==> src/hdl/mct_pkg.sv <==
package mct_pkg;
    localparam int          AXES         = 4;
    localparam int          STEP_W       = 32;
    localparam int          POS_W        = 32;
    localparam int          TMO_W        = 16;
    // APB register byte offsets
    localparam logic [7:0]  OFS_CTRL     = 8'h00;
    localparam logic [7:0]  OFS_STATUS   = 8'h04;
    localparam logic [7:0]  OFS_TMO      = 8'h08;
    localparam logic [7:0]  OFS_STOP     = 8'h0C;
    localparam logic [7:0]  OFS_IRQ_STAT = 8'h10;
    localparam logic [7:0]  OFS_IRQ_CLR  = 8'h14;
    localparam logic [7:0]  OFS_IRQ_EN   = 8'h18;
    // Reset values and codes
    localparam logic [15:0] TMO_RESET    = 16'h0000;
    localparam logic [7:0]  STOP_TIMEOUT = 8'h63;   // decimal 99
    localparam logic [7:0]  STOP_RESET   = 8'h00;
    localparam logic [1:0]  THREAD_ZERO  = 2'h0;
    // Time base
    localparam int          CLK_HZ       = 25_000_000;
    localparam int          MS_PER_S     = 1000;
    localparam int          CYC_PER_MS   = CLK_HZ / MS_PER_S;
    localparam int          MS_CNT_W     = 15;
    // Interrupt bits
    localparam int          IRQ_DONE     = 0;
    localparam int          IRQ_TMO      = 1;
    localparam int          IRQ_W        = 2;
    typedef enum logic [1:0] {ST_IDLE, ST_WAIT} mct_state_t;
endpackage : mct_pkg

==> src/hdl/mct_motion_complete.sv <==
`timescale 1ns/100ps
module mct_motion_complete #(
    parameter int AXES   = mct_pkg::AXES,
    parameter int POS_W  = mct_pkg::POS_W,
    parameter int STEP_W = mct_pkg::STEP_W,
    parameter int MS_CYC = mct_pkg::CYC_PER_MS
) (
    input  wire logic                    sys_clk,
    input  wire logic                    rst_n,
    input  wire logic                    psel,
    input  wire logic                    penable,
    input  wire logic                    pwrite,
    input  wire logic [7:0]              paddr,
    input  wire logic [31:0]             pwdata,
    output logic      [31:0]             prdata,
    output logic                         pready,
    output logic                         pslverr,
    input  wire logic                    waitIssue,
    input  wire logic [AXES-1:0]         waitMask,
    input  wire logic [1:0]              waitThread,
    output logic                         threadStall,
    output logic                         threadRelease,
    output logic                         handlerJump,
    input  wire logic                    handlerDefined,
    input  wire logic [AXES-1:0]         profDone,
    input  wire logic [AXES-1:0]         axisIsStepper,
    input  wire logic [AXES*POS_W-1:0]   encPos,
    input  wire logic [AXES*POS_W-1:0]   cmdPos,
    input  wire logic [AXES-1:0]         moveStart,
    input  wire logic [AXES*STEP_W-1:0]  moveSteps,
    input  wire logic [AXES-1:0]         stepPulse,
    output logic                         irq
);
    mct_pkg::mct_state_t stateQ;
    logic [AXES-1:0]          maskQ;
    logic [AXES-1:0]          axisDone;
    logic [AXES-1:0]          settling;
    logic [AXES*STEP_W-1:0]   stepLeftQ;
    logic [15:0]              tmoSetQ;
    logic [15:0]              msCntQ;
    logic [mct_pkg::MS_CNT_W-1:0] cycCntQ;
    logic [7:0]               stopQ;
    logic [mct_pkg::IRQ_W-1:0] irqStatQ;
    logic [mct_pkg::IRQ_W-1:0] irqEnQ;
    logic                     apbWr;
    logic                     anyDone;
    logic                     timeoutHit;
    logic [mct_pkg::IRQ_W-1:0] irqEvt;

    // Step pulses counted down per axis; a new move reloads the count
    genvar g;
    for (g = 0; g < AXES; g++) begin : gAxis
        always_ff @(posedge sys_clk) begin
            if (!rst_n) begin
                stepLeftQ[g*STEP_W +: STEP_W] <= '0;
            end else if (moveStart[g]) begin
                stepLeftQ[g*STEP_W +: STEP_W] <= moveSteps[g*STEP_W +: STEP_W];
            end else if (stepPulse[g] &&
                         stepLeftQ[g*STEP_W +: STEP_W] != '0) begin
                stepLeftQ[g*STEP_W +: STEP_W] <=
                    stepLeftQ[g*STEP_W +: STEP_W] - 1'b1;
            end
        end
        always_comb begin
            if (axisIsStepper[g]) begin
                axisDone[g] = profDone[g] &&
                              stepLeftQ[g*STEP_W +: STEP_W] == '0;
            end else begin
                axisDone[g] = profDone[g] && encPos[g*POS_W +: POS_W]
                              == cmdPos[g*POS_W +: POS_W];
            end
            settling[g] = profDone[g] && !axisDone[g];
        end
    end

    assign anyDone = |(axisDone & maskQ);
    assign timeoutHit = (stateQ == mct_pkg::ST_WAIT) && !anyDone
                        && tmoSetQ != '0 && msCntQ >= tmoSetQ;
    assign threadStall = (stateQ == mct_pkg::ST_WAIT);
    assign threadRelease = threadStall && (anyDone || timeoutHit);
    assign apbWr = psel && penable && pwrite;

    always_ff @(posedge sys_clk) begin
        if (!rst_n) begin
            stateQ <= mct_pkg::ST_IDLE;
            maskQ  <= '0;
        end else begin
            unique case (stateQ)
                mct_pkg::ST_IDLE: begin
                    if (waitIssue) begin
                        stateQ <= mct_pkg::ST_WAIT;
                        maskQ  <= (waitMask == '0) ? '1 : waitMask;
                    end
                end
                mct_pkg::ST_WAIT: begin
                    if (anyDone || timeoutHit) begin
                        stateQ <= mct_pkg::ST_IDLE;
                    end
                end
                default: stateQ <= mct_pkg::ST_IDLE;
            endcase
        end
    end

    // Millisecond settle timer; any settling selected axis keeps it running
    always_ff @(posedge sys_clk) begin
        if (!rst_n || waitIssue || stateQ != mct_pkg::ST_WAIT
            || !(|(settling & maskQ))) begin
            cycCntQ <= '0;
            msCntQ  <= '0;
        end else if (cycCntQ == mct_pkg::MS_CNT_W'(MS_CYC - 1)) begin
            cycCntQ <= '0;
            if (msCntQ != '1) begin
                msCntQ <= msCntQ + 1'b1;
            end
        end else begin
            cycCntQ <= cycCntQ + 1'b1;
        end
    end

    always_ff @(posedge sys_clk) begin
        if (!rst_n) begin
            handlerJump <= 1'b0;
        end else begin
            handlerJump <= timeoutHit && handlerDefined
                           && waitThread == mct_pkg::THREAD_ZERO;
        end
    end

    always_ff @(posedge sys_clk) begin
        if (!rst_n) begin
            stopQ <= mct_pkg::STOP_RESET;
        end else if (timeoutHit) begin
            stopQ <= mct_pkg::STOP_TIMEOUT;
        end
    end

    always_ff @(posedge sys_clk) begin
        if (!rst_n) begin
            tmoSetQ <= mct_pkg::TMO_RESET;
            irqEnQ  <= '0;
        end else if (apbWr && paddr == mct_pkg::OFS_TMO) begin
            tmoSetQ <= pwdata[15:0];
        end else if (apbWr && paddr == mct_pkg::OFS_IRQ_EN) begin
            irqEnQ  <= pwdata[mct_pkg::IRQ_W-1:0];
        end
    end

    // Set wins over a clear in the same cycle
    always_comb begin
        irqEvt = '0;
        irqEvt[mct_pkg::IRQ_DONE] = threadStall && anyDone;
        irqEvt[mct_pkg::IRQ_TMO]  = timeoutHit;
    end

    always_ff @(posedge sys_clk) begin
        if (!rst_n) begin
            irqStatQ <= '0;
        end else if (apbWr && paddr == mct_pkg::OFS_IRQ_CLR) begin
            irqStatQ <= (irqStatQ & ~pwdata[mct_pkg::IRQ_W-1:0]) | irqEvt;
        end else begin
            irqStatQ <= irqStatQ | irqEvt;
        end
    end

    assign irq = |(irqStatQ & irqEnQ);
    assign pready = 1'b1;
    assign pslverr = 1'b0;

    always_comb begin
        prdata = '0;
        unique case (paddr)
            mct_pkg::OFS_CTRL:     prdata[AXES-1:0] = maskQ;
            mct_pkg::OFS_STATUS:   prdata[1:0] = {timeoutHit, threadStall};
            mct_pkg::OFS_TMO:      prdata[15:0] = tmoSetQ;
            mct_pkg::OFS_STOP:     prdata[7:0] = stopQ;
            mct_pkg::OFS_IRQ_STAT: prdata[mct_pkg::IRQ_W-1:0] = irqStatQ;
            mct_pkg::OFS_IRQ_EN:   prdata[mct_pkg::IRQ_W-1:0] = irqEnQ;
            default:               prdata = '0;
        endcase
    end

    // Wait state and release
    empty_mask_a: assert property (
        @(posedge sys_clk) disable iff (!rst_n)
        stateQ == mct_pkg::ST_IDLE && waitIssue && waitMask == '0
        |=> maskQ == '1) else $error("empty mask not widened");

    release_done_a: assert property (
        @(posedge sys_clk) disable iff (!rst_n)
        threadStall && anyDone |=> !threadStall)
        else $error("stall held after done");

    stall_hold_a: assert property (
        @(posedge sys_clk) disable iff (!rst_n)
        threadStall && !anyDone && !timeoutHit |=> threadStall)
        else $error("stall dropped early");

    issue_stall_a: assert property (
        @(posedge sys_clk) disable iff (!rst_n)
        stateQ == mct_pkg::ST_IDLE && waitIssue |=> threadStall)
        else $error("wait not taken");

    idle_no_rel_a: assert property (
        @(posedge sys_clk) disable iff (!rst_n)
        !threadStall |-> !threadRelease)
        else $error("release while idle");

    release_stall_a: assert property (
        @(posedge sys_clk) disable iff (!rst_n)
        threadRelease |=> !threadStall)
        else $error("stall after release");

    any_done_a: assert property (
        @(posedge sys_clk) disable iff (!rst_n)
        threadStall && |(axisDone & maskQ) |-> threadRelease)
        else $error("done axis not released");

    done_flag_a: assert property (
        @(posedge sys_clk) disable iff (!rst_n)
        threadStall && anyDone |=> irqStatQ[mct_pkg::IRQ_DONE])
        else $error("done flag not set");

    // Per-axis completion, checked on axis 0, and the wait mask
    servo_done_a: assert property (
        @(posedge sys_clk) disable iff (!rst_n)
        !axisIsStepper[0] && axisDone[0] |-> profDone[0]
        && encPos[POS_W-1:0] == cmdPos[POS_W-1:0])
        else $error("servo done wrongly");

    servo_ok_a: assert property (
        @(posedge sys_clk) disable iff (!rst_n)
        !axisIsStepper[0] && profDone[0]
        && encPos[POS_W-1:0] == cmdPos[POS_W-1:0] |-> axisDone[0])
        else $error("servo in position not done");

    no_prof_a: assert property (
        @(posedge sys_clk) disable iff (!rst_n)
        !profDone[0] |-> !axisDone[0])
        else $error("done before profiler");

    issue_mask_a: assert property (
        @(posedge sys_clk) disable iff (!rst_n)
        stateQ == mct_pkg::ST_IDLE && waitIssue && waitMask != '0
        |=> maskQ == $past(waitMask)) else $error("mask not latched");

    mask_hold_a: assert property (
        @(posedge sys_clk) disable iff (!rst_n)
        threadStall |=> $stable(maskQ))
        else $error("mask changed while waiting");

    mask_nonzero_a: assert property (
        @(posedge sys_clk) disable iff (!rst_n)
        threadStall |-> maskQ != '0)
        else $error("empty mask while waiting");

    step_done_a: assert property (
        @(posedge sys_clk) disable iff (!rst_n)
        axisIsStepper[0] && stepLeftQ[STEP_W-1:0] != '0 |-> !axisDone[0])
        else $error("stepper done with steps left");

    step_ready_a: assert property (
        @(posedge sys_clk) disable iff (!rst_n)
        axisIsStepper[0] && profDone[0] && stepLeftQ[STEP_W-1:0] == '0
        |-> axisDone[0]) else $error("stepper finished not done");

    step_load_a: assert property (
        @(posedge sys_clk) disable iff (!rst_n)
        moveStart[0] |=> stepLeftQ[STEP_W-1:0]
        == $past(moveSteps[STEP_W-1:0])) else $error("steps not loaded");

    step_dec_a: assert property (
        @(posedge sys_clk) disable iff (!rst_n)
        !moveStart[0] && stepPulse[0] && stepLeftQ[STEP_W-1:0] != '0
        |=> stepLeftQ[STEP_W-1:0] == $past(stepLeftQ[STEP_W-1:0]) - 1'b1)
        else $error("step not counted");

    // Settle timeout
    tmo_cause_a: assert property (
        @(posedge sys_clk) disable iff (!rst_n)
        timeoutHit |-> msCntQ >= tmoSetQ && tmoSetQ != '0)
        else $error("timeout without limit");

    tmo_off_a: assert property (
        @(posedge sys_clk) disable iff (!rst_n)
        tmoSetQ == '0 |-> !timeoutHit)
        else $error("timeout while disabled");

    tmo_write_a: assert property (
        @(posedge sys_clk) disable iff (!rst_n)
        apbWr && paddr == mct_pkg::OFS_TMO
        |=> tmoSetQ == $past(pwdata[15:0])) else $error("limit not written");

    tmo_flag_a: assert property (
        @(posedge sys_clk) disable iff (!rst_n)
        timeoutHit |=> irqStatQ[mct_pkg::IRQ_TMO])
        else $error("timeout flag not set");

    set_wins_a: assert property (
        @(posedge sys_clk) disable iff (!rst_n)
        apbWr && paddr == mct_pkg::OFS_IRQ_CLR && irqEvt[mct_pkg::IRQ_TMO]
        |=> irqStatQ[mct_pkg::IRQ_TMO]) else $error("clear beat set");

    stop_code_a: assert property (
        @(posedge sys_clk) disable iff (!rst_n)
        timeoutHit |=> stopQ == 8'h63 && !threadStall)
        else $error("timeout did not set stop code");

    tmo_release_a: assert property (
        @(posedge sys_clk) disable iff (!rst_n)
        timeoutHit |-> threadStall && threadRelease)
        else $error("timeout did not release");

    stop_hold_a: assert property (
        @(posedge sys_clk) disable iff (!rst_n)
        !timeoutHit |=> $stable(stopQ))
        else $error("stop cause changed");

    handler_a: assert property (
        @(posedge sys_clk) disable iff (!rst_n)
        timeoutHit && handlerDefined && waitThread == 2'h0 |=> handlerJump)
        else $error("no handler jump");

    no_handler_a: assert property (
        @(posedge sys_clk) disable iff (!rst_n)
        handlerJump |-> $past(timeoutHit) && $past(handlerDefined))
        else $error("spurious handler jump");

    jump_pulse_a: assert property (
        @(posedge sys_clk) disable iff (!rst_n)
        handlerJump |=> !handlerJump)
        else $error("handler jump too long");

    ms_tick_a: assert property (
        @(posedge sys_clk) disable iff (!rst_n)
        $changed(msCntQ) && msCntQ != '0 |-> $past(cycCntQ) ==
        mct_pkg::MS_CNT_W'(MS_CYC - 1)) else $error("ms tick wrong");

    ms_step_a: assert property (
        @(posedge sys_clk) disable iff (!rst_n)
        $changed(msCntQ) && msCntQ != '0
        |-> msCntQ == $past(msCntQ) + 1'b1) else $error("ms count jumped");

    cyc_range_a: assert property (
        @(posedge sys_clk) disable iff (!rst_n)
        cycCntQ <= mct_pkg::MS_CNT_W'(MS_CYC - 1))
        else $error("cycle count overran");

    restart_a: assert property (
        @(posedge sys_clk) disable iff (!rst_n)
        waitIssue |=> msCntQ == '0) else $error("count not cleared");

    idle_clear_a: assert property (
        @(posedge sys_clk) disable iff (!rst_n)
        stateQ != mct_pkg::ST_WAIT |=> cycCntQ == '0 && msCntQ == '0)
        else $error("count kept while idle");
endmodule : mct_motion_complete

==> config.mk <==
export PLATFORM = sky130hd
export DESIGN_NAME = mct_motion_complete
export DESIGN_NICKNAME = d
export VERILOG_FILES = /design/src/hdl/mct_pkg.sv /design/src/hdl/mct_motion_complete.sv
export SDC_FILE = /design/constraint.sdc
export NUM_CORES = 1
export LEC_CHECK = 0
export ABC_AREA = 1
export BUFFER_PORTS_ARGS = -buffer_cell sky130_fd_sc_hd__buf_2
export CAP_MARGIN = 30
export CORE_MARGIN = 2
export CORE_UTILIZATION = 30
export CTS_CLUSTER_DIAMETER = 150
export CTS_CLUSTER_SIZE = 20
export DETAILED_ROUTE_END_ITERATION = 12
export PLACE_DENSITY = 0.56
export SLEW_MARGIN = 20
export SYNTH_ARGS = -nofsm -noshare
export SYNTH_HDL_FRONTEND = slang
export SYNTH_SLANG_ARGS = --single-unit
==> constraint.sdc <==
create_clock -name sys_clk -period 1.85 [get_ports sys_clk]
set_input_delay 0.0925 -clock sys_clk [delete_from_list [all_inputs] [get_ports sys_clk]]
set_output_delay 0.0925 -clock sys_clk [all_outputs]
set_load 0.05 [all_outputs]
==> flow_metrics.py <==
metrics = {
    "yosys": {
        "yosys.area.top_type": "dfxtp_1",
        "synth_area_leaders": "dfxtp_1 (27%), nand2_1 (13%), nor2_1 (9.2%), inv_1 (8.2%), o21ai_0 (5.4%)",
        "ys_seq_area_frac": 0.271,
        "yosysUniqueCellTypes": 58,
        "synth_edf_count": 0,
        "synth-seq-cells": 186,
        "synthArstFlopShare": 0,
        "netlist_area_mm2": 0.0137,
        "synth_top_cell_area_share": 0.271,
        "avgSynthCellArea_um2": 6.20,
        "ys.flop_type": "dfxtp_1",
        "synthCells": 2213,
        "synth_warnings": 0,
    },
    "global_routing": {
        "overflow": 0,
        "grt_use_met2": 0.414,
        "antenna_found_initial": 5,
        "grt_max_degree": 88,
        "grt_pass1_vias": 17726,
        "grt_pass1_wl_um": 86000,
        "met3_usage": 0.0329,
        "busiest_layer": "met2",
        "grt_use_total": 0.227,
        "grt.met1_usage": 0.263,
    },
    "routing": {
        "viasPerCell": 4.76,
        "drc_errors": 0,
        "wl_per_cell_um": 15.1,
        "first_pass_iters": 6,
        "drtIter0Drc": 934,
        "dr_total_vias": 17979,
        "wl_um": 57200,
        "ant_nets": 0,
    },
    "timing": {
        "hold_violations": 0,
        "setup_slack_ns": -0.551,
        "finalSetupViolCount": 103,
        "fmax_mhz": 416,
        "slew_headroom": 0.608,
        "fin_crit_ns": 2.40,
        "tightest_slew_ns": 0.586,
        "min_period_over_period": 1.30,
        "fin_hold_ws_ns": 0.0198,
        "skew_ns": 0.0139,
        "setup_tns_ns": -16.69,
        "grt_setup_unrepaired": "true",
        "maxSlewViolCount": 0,
    },
    "critical_path": {
        "cp_data_required_time_ns": 1.76,
        "worstReg2RegEnd": "msCntQ[14]",
        "end_kind": "output port",
        "startpoint_type": "register",
        "critPathMostFrequentCell": "nor2_4",
        "crit_path_top_delay_cell": "dfxtp_2",
        "path_buf_inv": 2,
        "r2r_cells": 15,
        "crit_family": "simple AND/OR/NAND/NOR gates",
        "reg2reg_slack_ns": -0.30,
        "path_cells": "inv_1, ha_4, nand2_4, nor2_4, nand2_2, nor2_4, nand3_4, nor2_4, nand3_4, nand2_2, nand2_2, nand2_4, nor2_4, nand3_4, o21ai_4, buf_12",
        "crit_path_max_incr_delay_ns": 0.32,
        "crit_type": "reg2out",
        "arrival_ns": 2.31,
        "reg2reg_from": "stepLeftQ[37]",
        "crit_fanout": 3,
    },
    "die": {
        "die_w_um": 218,
        "rows": 78,
        "pin_count": 491,
        "core_mm2": 0.0453,
        "die_area_mm2": 0.0475,
        "die_h_um": 218,
        "start_util": 0.303,
    },
    "place": {
        "place.port_buffers": 456,
        "place_area_mm2": 0.0191,
        "hpwl_um": 43000,
        "dpl.cell_count": 3550,
        "dp_slack_ns": -0.260,
        "place_congestion": 0.946,
    },
    "cts": {
        "cts_buffer_depth": 2,
        "htree_num_levels": 4,
        "cts_tree": "done",
        "clk_pin_slew_ns": 0.08,
        "cts.sink_count": 186,
        "clk_latency_ns": 0.47,
        "numCtsBuffers": 17,
        "cts_root_buf": "clkbuf_16",
    },
    "min_path": {
        "min_to": "stepLeftQ[106]",
        "holdPathStages": 5,
        "min_from": "moveSteps[106]",
        "min_path_type": "in2reg",
    },
    "pwr": {
        "vdd_drop_max_mv": 0.609,
        "power_density_mw_per_mm2": 533,
        "total_power_mw": 12.4,
        "leakage_nw": 11.1,
    },
    "run_status": {
        "violations": "negative setup slack",
        "status": "complete, but fails checks",
    },
    "finish": {
        "final_nets": 3640,
        "fin_cells": 3777,
        "synthToLayoutAreaGrowth_pct": 69.7,
        "finish.utilization": 0.514,
        "drive_above_1_share": 0.401,
        "final_area_mm2": 0.0233,
    },
    "run": {
        "maxCapViolCount": 0,
    },
}
[final cells by class]
type / instances / area, µm²
Tap cell: 600 / 751
Fill cell: 4274 / 22000
Timing Repair inverter: 2 / 15.0
Clock buffer: 24 / 482
Antenna cell: 2 / 5.00
Timing Repair Buffer: 984 / 6980
Clock inverter: 8 / 60.1
Sequential cell: 186 / 3780
Multi-Input combinational cell: 1659 / 10000
Inverter: 312 / 1220
[kinds of logic after synthesis]
family | Yosys count | synth area share
and+or+nand+nor | 1078 | 0.334
other | 2 | 0.000547
adders and majority gates | 25 | 0.0228
DFF | 186 | 0.271
buffers and inverters | 385 | 0.115
AOI/OAI and AO/OA | 390 | 0.163
xor gates and xnor gates | 147 | 0.0938
[worst max path at each step]
stage	cells past startpoint	endpoint	slack [ns]	from
after floorplan	16	cycCntQ[13]	-0.13	stepLeftQ[0]
after global placement	11	prdata[1]	-0.20	tmoSetQ[15]
after detailed placement	14	cycCntQ[4]	-0.26	stepLeftQ[32]
after CTS	16	threadRelease	-0.58	stepLeftQ[0]
after global routing	16	prdata[1]	-0.69	stepLeftQ[0]
final	16	prdata[1]	-0.55	stepLeftQ[1]
[sequential cells by signal (all words and copies together) (netlist names)]
signal / count
tmoSetQ: 16
irqStatQ: 2
msCntQ: 16
cycCntQ: 15
stopQ: 1
irqEnQ: 2
stepLeftQ: 128
maskQ: 4
stateQ: 1
handlerJump: 1
[routing by layer]
| layer | wire [µm] | vias up |
|---|---|---|
| met1 | 23600 | 8256 |
| met5 | 26 | - |
| met4 | 2070 | 4 |
| met2 | 28700 | 572 |
| met3 | 2760 | 112 |
| li1 | - | 9035 |
[power by group]
part	internal (mW)	switching, mW
registers	4.23	0.189
clock network	1.84	1.75
logic	2.14	2.28
[worst min-delay path: cells and delay by family]
kind	cells	cell delay [ns]
AOI/OAI and AO/OA	2	0.12
buffers and inverters	1	0.10
and+or+nand+nor	2	0.14
[synthesized netlist by cell type, types with 19 or more instances]
| cell | n |
|---|---|
| nand4_1 | 37 |
| o211ai_1 | 25 |
| nor2_1 | 335 |
| xor2_1 | 74 |
| nand3_1 | 113 |
| a31oi_1 | 39 |
| dfxtp_1 | 186 |
| nor3_1 | 45 |
| o21ai_0 | 148 |
| nand2_1 | 487 |
| buf_4 | 19 |
| clkbuf_1 | 39 |
| inv_1 | 299 |
| a21oi_1 | 126 |
| ha_1 | 25 |
| xnor2_1 | 73 |
[layout by cell type (no fill, tap or decap), types with 36 or more instances in the layout]
| master | count |
|---|---|
| xor2_1 | 72 |
| dfxtp_1 | 147 |
| nor2_4 | 48 |
| buf_2 | 455 |
| a21oi_1 | 104 |
| nor2_2 | 58 |
| o21ai_0 | 102 |
| dlygate4sd3_1 | 120 |
| dfxtp_2 | 36 |
| nand4_1 | 37 |
| nor2_1 | 250 |
| nand3_1 | 95 |
| inv_1 | 271 |
| xnor2_1 | 72 |
| buf_6 | 58 |
| nand2_1 | 436 |
| buf_4 | 334 |
[what timing repair did]
| action | in CTS | in global routing |
|---|---|---|
| setup buffers | 46 | 38 |
| pin swaps | 79 | 156 |
| hold endpoints to repair | 120 | 0 |
| endpoints found under the setup margin | 137 | 164 |
| hold buffers | 120 | 0 |
| gates resized for setup | 205 | 332 |
| gates cloned | 5 | 3 |
(Power assumes the default switching activity.)
